**config.mk**
```make
export PLATFORM = sky130hd
export DESIGN_NAME = caf_top
export DESIGN_NICKNAME = d
export VERILOG_FILES = /design/src/caf_pkg.sv /design/src/caf_lane.sv /design/src/caf_regs.sv /design/src/caf_top.sv
export SDC_FILE = /design/constraint.sdc
export NUM_CORES = 1
export LEC_CHECK = 0
export BUFFER_PORTS_ARGS = -buffer_cell sky130_fd_sc_hd__buf_2
export CAP_MARGIN = 25
export CORE_UTILIZATION = 30
export CTS_BUF_LIST = sky130_fd_sc_hd__clkbuf_2 sky130_fd_sc_hd__clkbuf_4 sky130_fd_sc_hd__clkbuf_8
export CTS_CLUSTER_SIZE = 40
export DETAILED_ROUTE_END_ITERATION = 10
export HOLD_SLACK_MARGIN = 0.06
export PLACE_DENSITY_LB_ADDON = 0.12
export SLEW_MARGIN = 20
export SYNTH_ARGS = -nofsm -noshare
export SYNTH_HDL_FRONTEND = slang
export SYNTH_SLANG_ARGS = --single-unit
```
**constraint.sdc**
```tcl
create_clock -name clk -period 1.8 [get_ports clk]
set_clock_uncertainty 0.05 [all_clocks]
set_input_delay 0.09 -clock clk [delete_from_list [all_inputs] [get_ports clk]]
set_output_delay 0.09 -clock clk [all_outputs]
set_load 0.02 [all_outputs]
```
**src/caf_pkg.sv**
```systemverilog
// package: register map, field layout and reset values of the acceptance filter configuration
package caf_pkg;
    localparam int unsigned ADDR_W          = 4;
    localparam int unsigned NUM_REGS        = 4;
    localparam int unsigned LANES           = 4;
    localparam int unsigned NUM_FILTERS     = NUM_REGS * LANES;
    localparam logic [3:0]  OFF_CTRL_0_3    = 4'h0;
    localparam logic [3:0]  OFF_CTRL_4_7    = 4'h4;
    localparam logic [3:0]  OFF_CTRL_8_11   = 4'h8;
    localparam logic [3:0]  OFF_CTRL_12_15  = 4'hc;
    localparam int unsigned ON_BIT          = 7;
    localparam int unsigned MASK_HI         = 6;
    localparam int unsigned MASK_LO         = 5;
    localparam int unsigned BUF_HI          = 4;
    localparam int unsigned BUF_LO          = 0;
    localparam logic [7:0]  LANE_RESET      = 8'h00;
    localparam logic [31:0] READ_UNMAPPED   = 32'h0000_0000;
endpackage

```
**src/caf_lane.sv**
```systemverilog
// one filter byte lane: enable, mask choice, buffer choice with reconfiguration lock
`timescale 1ns/1ps
`default_nettype none
module caf_lane
(
    input  wire logic       clk,
    input  wire logic       rst_n,
    input  wire logic       wr_en,
    input  wire logic [7:0] wr_byte,
    output logic            filter_on,
    output logic [1:0]      mask_choice,
    output logic [4:0]      buffer_choice
);
    typedef struct packed {
        logic       on;
        logic [1:0] mask;
        logic [4:0] buff;
    } caf_lane_s;

    caf_lane_s st_q;
    caf_lane_s st_d;

    // =========================================================
    // next state
    always_comb
    begin
        st_d = st_q;
        if (wr_en)
        begin
            st_d.on = wr_byte[caf_pkg::ON_BIT];
            // choices move only while the filter was disabled
            if (!st_q.on)
            begin
                st_d.mask = wr_byte[caf_pkg::MASK_HI:caf_pkg::MASK_LO];
                st_d.buff = wr_byte[caf_pkg::BUF_HI:caf_pkg::BUF_LO];
            end
        end
    end

    always_ff @(posedge clk)
    begin
        if (!rst_n)
            st_q <= caf_lane_s'(caf_pkg::LANE_RESET);
        else
            st_q <= st_d;
    end

    assign filter_on     = st_q.on;
    assign mask_choice   = st_q.mask;
    assign buffer_choice = st_q.buff;

    // =========================================================
    // checks
    a_lock_hold: assert property (@(posedge clk) disable iff (!rst_n)
        $past(st_q.on) && rst_n && $past(rst_n) |-> $stable({st_q.mask, st_q.buff}))
        else $error("choice changed while filter enabled");
    a_write_load: assert property (@(posedge clk) disable iff (!rst_n)
        wr_en && !st_q.on |=> {st_q.on, st_q.mask, st_q.buff} == $past(wr_byte))
        else $error("byte not loaded into disabled filter");
    a_on_follows: assert property (@(posedge clk) disable iff (!rst_n)
        wr_en |=> st_q.on == $past(wr_byte[7]))
        else $error("enable did not follow write");
    a_idle_keep: assert property (@(posedge clk) disable iff (!rst_n)
        !wr_en |=> $stable(st_q))
        else $error("lane changed without write");
    a_reset_clear: assert property (@(posedge clk)
        !rst_n |=> st_q == '0)
        else $error("lane not cleared by reset");
endmodule
`default_nettype wire

```
**src/caf_regs.sv**
```systemverilog
// one 32-bit filter control register built from four filter byte lanes
`timescale 1ns/1ps
`default_nettype none
module caf_regs
(
    input  wire logic        clk,
    input  wire logic        rst_n,
    input  wire logic        wr_en,
    input  wire logic [31:0] wr_data,
    output logic [3:0]       filter_on,
    output logic [7:0]       mask_choice,
    output logic [19:0]      buffer_choice
);
    // =========================================================
    // lane k holds filter 4*index + k
    for (genvar k = 0; k < caf_pkg::LANES; k++)
    begin : g_lane
        caf_lane u_lane
        (
            .clk           (clk),
            .rst_n         (rst_n),
            .wr_en         (wr_en),
            .wr_byte       (wr_data[8*k +: 8]),
            .filter_on     (filter_on[k]),
            .mask_choice   (mask_choice[2*k +: 2]),
            .buffer_choice (buffer_choice[5*k +: 5])
        );
    end
endmodule
`default_nettype wire

```
**src/caf_top.sv**
```systemverilog
// top: register port and sixteen acceptance filter settings
//
// The strobed register port and the address map were left to the implementer.
`timescale 1ns/1ps
`default_nettype none
module caf_top
(
    input  wire logic        clk,
    input  wire logic        rst_n,
    input  wire logic [3:0]  addr,
    input  wire logic [31:0] wdata,
    input  wire logic        wr,
    input  wire logic        rd,
    output logic [31:0]      rdata,
    output logic [15:0]      filter_on,
    output logic [31:0]      mask_choice,
    output logic [79:0]      buffer_choice
);
    typedef struct packed {
        logic [31:0] rdata;
    } caf_top_s;

    caf_top_s    st_q;
    caf_top_s    st_d;
    logic [3:0]  wr_sel;
    logic [31:0] reg_img [caf_pkg::NUM_REGS];

    // =========================================================
    // write decode
    always_comb
    begin
        wr_sel = 4'h0;
        if (wr)
        begin
            case (addr)
                caf_pkg::OFF_CTRL_0_3:   wr_sel = 4'h1;
                caf_pkg::OFF_CTRL_4_7:   wr_sel = 4'h2;
                caf_pkg::OFF_CTRL_8_11:  wr_sel = 4'h4;
                caf_pkg::OFF_CTRL_12_15: wr_sel = 4'h8;
                default:                 wr_sel = 4'h0;
            endcase
        end
    end

    // =========================================================
    // registers
    for (genvar r = 0; r < caf_pkg::NUM_REGS; r++)
    begin : g_reg
        caf_regs u_regs
        (
            .clk           (clk),
            .rst_n         (rst_n),
            .wr_en         (wr_sel[r]),
            .wr_data       (wdata),
            .filter_on     (filter_on[4*r +: 4]),
            .mask_choice   (mask_choice[8*r +: 8]),
            .buffer_choice (buffer_choice[20*r +: 20])
        );
        for (genvar k = 0; k < caf_pkg::LANES; k++)
        begin : g_img
            assign reg_img[r][8*k +: 8] = {filter_on[4*r+k],
                                           mask_choice[8*r+2*k +: 2],
                                           buffer_choice[20*r+5*k +: 5]};
        end
    end

    // =========================================================
    // read path, data valid the cycle after the strobe
    always_comb
    begin
        st_d.rdata = caf_pkg::READ_UNMAPPED;
        if (rd)
        begin
            case (addr)
                caf_pkg::OFF_CTRL_0_3:   st_d.rdata = reg_img[0];
                caf_pkg::OFF_CTRL_4_7:   st_d.rdata = reg_img[1];
                caf_pkg::OFF_CTRL_8_11:  st_d.rdata = reg_img[2];
                caf_pkg::OFF_CTRL_12_15: st_d.rdata = reg_img[3];
                default:                 st_d.rdata = caf_pkg::READ_UNMAPPED;
            endcase
        end
    end

    always_ff @(posedge clk)
    begin
        if (!rst_n)
            st_q <= '0;
        else
            st_q <= st_d;
    end

    assign rdata = st_q.rdata;

    // =========================================================
    // checks
    a_read_back: assert property (@(posedge clk) disable iff (!rst_n)
        rd && addr == 4'hc |=> rdata == $past(reg_img[3]))
        else $error("read data mismatch");
    a_read_zero: assert property (@(posedge clk) disable iff (!rst_n)
        !rd |=> rdata == 32'h0)
        else $error("read data not zero when idle");
    a_lock_top: assert property (@(posedge clk) disable iff (!rst_n)
        filter_on[12] && $past(rst_n) |=> $stable(buffer_choice[64:60]))
        else $error("filter 12 buffer changed while enabled");
endmodule
`default_nettype wire

```
== After elaboration in Yosys (flattened, before gate mapping) ==
Index checks and enable logic that the tools add are counted.
W data, S select, Z words.

* Eq/ne operators: 3
* Multiplexer cells: 3
* Bitwise operators: 16
* Reductions and logical operators: 18

{| class="wikitable"
|+ Operator list
! operator !! number
|-
| $pmux W32 S4 || 1
|-
| $reduce_and A2 Y1 || 17
|-
| $not A1 Y1 || 16
|-
| $pmux W4 S4 || 1
|-
| $eq A4 B4 Y1 const B || 2
|-
| $eq A4 B3 Y1 const B || 1
|-
| $logic_not A4 Y1 || 1
|-
| $mux W4 || 1
|}

* Bits in registers: 160
* Bits of input ports: 40
* Output and inout bits: 160
* Logic and storage cells: 89

== Longest topological paths before layout ==
* Depth in word-level cells: 4
* Depth in mapped cells: 5
* Gate-level depth less buffers: 3

== Hierarchy ==
Synthesis repeated with hierarchy kept, for this count alone.

* Cells, all modules: 733
* Area total of the unflattened synthesis: 7,238.2 um^2

{| class="wikitable"
|+ By module, submodules not included
! module !! instances !! cells each !! area each (um^2) !! seq. area each (um^2)
|-
| caf_lane || 16 || 34 || 335.3 || 160.2
|-
| caf_top || 1 || 189 || 1,873.0 || 640.6
|}

== Worst setup path after synthesis ==
No wires, ideal clock.

* Kind: input -> register
* Start: in addr[3]
* End: reg g_reg[0].u_regs.g_lane[0].u_lane.st_q, in the netlist g_reg[0].u_regs.g_lane[0].u_lane.buffer_choice[0]
* Setup time: 120 ps
* Data arrival time: 1,253 ps
* Path slack: 376 ps
* Cell stages on the path: 5
* Path through: or3_1 -> buf_2 -> or4_1 -> buf_6 -> mux2i_1

* Cells in the longest elaborated chain, start to end: 4
* Elaborated cells between the ends (all ways): 7

{| class="wikitable"
|+ Ends and longest elaborated chain
! element !! RTL line !! RTL
|-
| start: declaration || caf_top.sv:10 || <nowiki>input wire logic [3:0] addr,</nowiki>
|-
| $eq A4 B4 Y1 (tied with other cells) || caf_top.sv:35 || <nowiki>case (addr)</nowiki>
|-
| $pmux W4 S4 * || caf_top.sv:35 ||
|-
| $mux W4 * || caf_top.sv:33 || <nowiki>if (wr)</nowiki>
|-
| $reduce_and A2 Y1 (no source line) * || - ||
|-
| end signal: assignment || caf_lane.sv:43 || <nowiki>st_q <= caf_lane_s'(caf_pkg::LANE_RESET);</nowiki>
|-
| end signal: assignment || caf_lane.sv:45 || <nowiki>st_q <= st_d;</nowiki>
|-
| end: declaration || caf_lane.sv:20 || <nowiki>caf_lane_s st_q;</nowiki>
|}

Mark *: on every way between the ends. The rest lies on a longest branch, timed or not.
A chain may end at the register's enable or synchronous reset.

== Worst setup path in the final report ==
* Start: in addr[2]
* End: reg g_reg[2].u_regs.g_lane[1].u_lane.st_q, in the netlist g_reg[2].u_regs.g_lane[1].u_lane.filter_on

* Cells in the longest elaborated chain, start to end: 3
* Elaborated cells between the ends (all ways): 6

{| class="wikitable"
|+ Ends and longest elaborated chain
! element !! RTL line
|-
| $eq A4 B4 Y1 (tied with other cells) || caf_top.sv:35
|-
| $pmux W4 S4 * || caf_top.sv:35
|-
| $mux W4 * || caf_top.sv:33
|-
| end signal: assignment || caf_lane.sv:43
|-
| end signal: assignment || caf_lane.sv:45
|-
| end: declaration || caf_lane.sv:20
|}

Marks and branches as above.

==> metrics list <==
- After clock tree synthesis, the clock-pin slew on the worst setup and hold paths is approximately 0.090 ns.
* Logic pwr share: 0.076
* DRC violations left: 0
- The synthesized-area fraction occupied by ao, oa, aoi and oai cells was 0.06734.
- Clk Latency, worst-skew pair: between 0.4 and 0.5 ns
* Avg Inst Size Synth: approximately 9.6 um^2
- Timing would allow up to 670.6 MHz.
- Total clock sinks: 160
- Initial core utilization: 0.3082
* PostCTS Resize Cnt: 0
- Number of setup buffers added after CTS: 0
* Count of antenna diodes in the layout: 0
- Fillcell total: about 2200
* HPWL Detailed: around 14000 um
- TritonCTS clock tree: done
- Maximum number of pins on one net before global-route repair: 47
- Power spread over the standard cell area amounts to approximately 810 nW/um^2.
* Post-Route Setup TNS: 0 ns
- Proportion of layout cells with a drive suffix above 1: 0.3289
- Counting I/O delays and the setup requirement, the final critical path takes roughly 1.5 ns.
- Core Util, Final: 0.4079
* Crit path buf inv count: 4
- The first TritonRoute pass finished after 6 iterations.
* Clock buffer count from CTS: 17
* Top-level I/O count: 200
- Of the total synthesized cell area, the portion taken by full adders, half adders and majority gates is 0.
- Row cnt: 53
- Part of the total power dissipated in sequential elements: 0.514
- Headroom to the max-slew limit came out at 0.6917.
* Area added between synthesis and finish: 32.35%
- Data arrival time of the critical path: 1.82 ns
* Reported leakage power: ~0.0045 uW
- STA classifies the critical path endpoint as a flip-flop.
- Of the total power, the share spent switching nets is 0.2497.
- Dominant combinational cell family by area after synthesis: multiplexers
- Routability-driven placement finished with a final weighted congestion of about 0.75.
- The library cells used most frequently in the layout, excluding fill and tap cells, are sky130_fd_sc_hd__buf_2, sky130_fd_sc_hd__nand2_1, sky130_fd_sc_hd__dfxtp_1.
* Final worst path period share: 0.8285
- For this block, the initial DRC count from the detailed router was 149.
- Buffers inserted to repair hold after CTS numbered 38.
* Number of failing hold endpoints at the final stage: 0
- The tool flagged a number of max-cap violations equal to 0.
- Number of buffers between clock root and the deepest sink: 2
* Initial antenna violation count: 0
- List of cells traversed by the critical path: buf_2, buf_12, nor4b_4, buf_12, nand3_1, dlygate4sd3_1, a21oi_1
* Number of global-route vias before repair: around 5500
- Share of synthesized area spent on multiplexers: 0.2449
- In this run the tool buffered the top-level ports with around 200 buffer cells.
* Number of warning messages in the yosys log: 0
- Final setup violation count: 0
- The worst hold path belongs to the class in -> reg.
- Via total after detailed routing: ~5500
- NetSw: 1751 uW
- Int Pwr: approximately 5300 uW
- Clock tree root driver cell: sky130_fd_sc_hd__clkbuf_8
- The first global-routing pass estimated 31080 um of wire.
- Including well taps, the total number of placed cells is about 1100.
- Combined area of all synthesized cells: around 6500 um^2
- At the pin with the least slew margin, the transition time is roughly 0.46 ns.
- Share of synthesized area occupied by flip-flops and latches: 0.4898
* Routed length per placed instance: 17.02 um
- Critical path's slowest cell: sky130_fd_sc_hd__dlygate4sd3_1
- Counting every net in the synthesized netlist gives approximately 700.
* Peak supply drop: 417.1 uV
- Simple-gate area share of the yosys netlist: 0.1395
- Grouping stages by cell kind, the critical path spends the most delay in buffers and inverters.
- The critical path in this run is classified as in -> reg.
- Flop and latch count out of synthesis: 160
- In the final layout, the multi-input gates occupy between 2000 and 3000 um^2.
- Critical-path maximum fanout: 40
- The detail route stage leaves a number of antenna-violating nets equal to 0.
- The clock tree synthesis step divided the H-tree into 4 levels.
- The netlist uses 22 different library cells.
- Most Frequent Cell on Critical Path: sky130_fd_sc_hd__buf_12
- Syn Inst Count: approximately 700
- Reg area: approximately 3200 um^2
* Final wirelength: between 20000 and 25000 um
- Non-filler instance count after layout: roughly 1200
- Measured along the y axis, the die boundary spans 149.7 um.
* Final max-slew violation count: 0
- Summed over all layers, the global routing overflow is 0.
* Nets: between 900 and 1000
- The worst setup path is launched from an input pin.
- Overall power consumption: between 7000 and 8000 uW
* Ratio of routed vias to standard cells: about 4.6
- Of the total power, the clock network draws 0.410.
- In this run the horizontal extent of the chip is approximately 150 um.
* Leading cell type in the layout, fill and taps excluded: sky130_fd_sc_hd__buf_2
- Max stage delay on crit path: about 0.56 ns
- RSZ-0062 raised after global routing: no
- XOR/XNOR Fraction of Synth Area: 0
- Result of the run: finished, final reports clean
- For this run, the total global-route usage over all layers was measured as 0.1834.
* Die Footprint: roughly 22000 um^2
* Core area: ~21000 um^2
* Required time reported for the critical path endpoint: between 2 and 2.5 ns
==> flip-flops by register name, indices dropped and copies added, names as in the netlist <==
register	count
g.u_regs.g_lane.u_lane.buffer_choice	80
g.u_regs.g_lane.u_lane.filter_on	16
g.u_regs.g_lane.u_lane.mask_choice	32
rdata	32
==> power groups by stage <==
| stage | logic [uW] | registers [uW] | clock network [uW] |
|---|---|---|---|
| floorplan | 236 | 3720 | 0 |
| detailed placement | 483 | 3690 | 0 |
| global route | 581 | 3610 | 3140 |
| global placement | 484 | 3690 | 0 |
| finish | 535 | 3600 | 2870 |
| CTS | 543 | 3610 | 2970 |
==> layer usage <==
layer | GRT usage | wire length (um) | part of all wire | vias to the layer above
li1 | - | - | - | 2747
met1 | 0.2387 | 9375 | 0.47 | 2558
met2 | 0.2984 | 9545 | 0.47 | 142
met3 | 0.04207 | 1011 | 0.050 | 14
met4 | 0.05909 | 223 | 0.011 | 0
met5 | 0 | 0 | 0 | -
==> per-stage QoR <==
step | instance area (um^2) | hold WS (ns) | worst slack [ns]
global placement | 7849 | 0.3124 | 0.04041
global route | 8656 | 0.1385 | 0.2294
finish | 8656 | 0.1240 | 0.3087
floorplan | 6540 | 0.1877 | 0.3764
detailed placement | 7849 | 0.3176 | 0.01577
CTS | 8656 | 0.09523 | 0.3398
==> Yosys cell counts (all sizes together) <==
cell    number  area (um^2)
a22oi       32        240.2
nor4bb       1        10.01
nand3b       4        30.03
or4b         1        13.76
inv          2        7.510
mux2        32        360.4
a21oi       36        180.2
o21ai        4        20.02
mux2i      124         1241
buf         36        244.0
nor3         1        5.000
nor2         2        7.510
nor4b        1        15.01
or4          4        30.03
nand3        5        25.02
nand2      190        713.2
dfxtp      160         3203
or3         10        62.56
clkbuf      35        131.4
==> kinds of logic after synthesis <==
kind of cell,after synthesis
muxes,156
buffers and inverters,73
and+or+nand+nor,219
DFF,160
AOI/OAI and AO/OA,72
==> area by class of cell <==
| cell class | count | share of cell area |
|---|---|---|
| Sequential cell | 160 | 0.3700 |
| Multi-Input combinational cell | 447 | 0.3452 |
| Clock buffer | 20 | 0.03108 |
| Inverter | 2 | 0.0008673 |
| Timing Repair Buffer | 268 | 0.1949 |
| Clock inverter | 12 | 0.01821 |
| Tap cell | 275 | 0.03975 |
==> worst reg2reg max path, delay by kind of cell (launching register included) <==
kind | cells | cell delay (ns)
simple gates | 1 | 0.55
mux | 1 | 0.12
buf+inv | 1 | 0.19
flops | 1 | 0.33
==> path summary, 6_finish.rpt <==
path	start	endpoint	slack (ns)	depth (start not counted)
setup / recovery	addr[2]	g_reg[2].u_regs.g_lane[1].u_lane.filter_on$_SDFFE_PN0P_	0.31	7
hold / removal	addr[1]	g_reg[2].u_regs.g_lane[3].u_lane.filter_on$_SDFFE_PN0P_	0.12	4
setup reg to reg	g_reg[0].u_regs.g_lane[0].u_lane.filter_on$_SDFFE_PN0P_	g_reg[0].u_regs.g_lane[0].u_lane.mask_choice[0]$_SDFFE_PN0P_	0.44	3
hold reg to reg	g_reg[3].u_regs.g_lane[3].u_lane.mask_choice[1]$_SDFFE_PN0P_	rdata[30]$_SDFF_PN0_	0.42	2
Note: power is estimated with default switching activity, not from simulation.
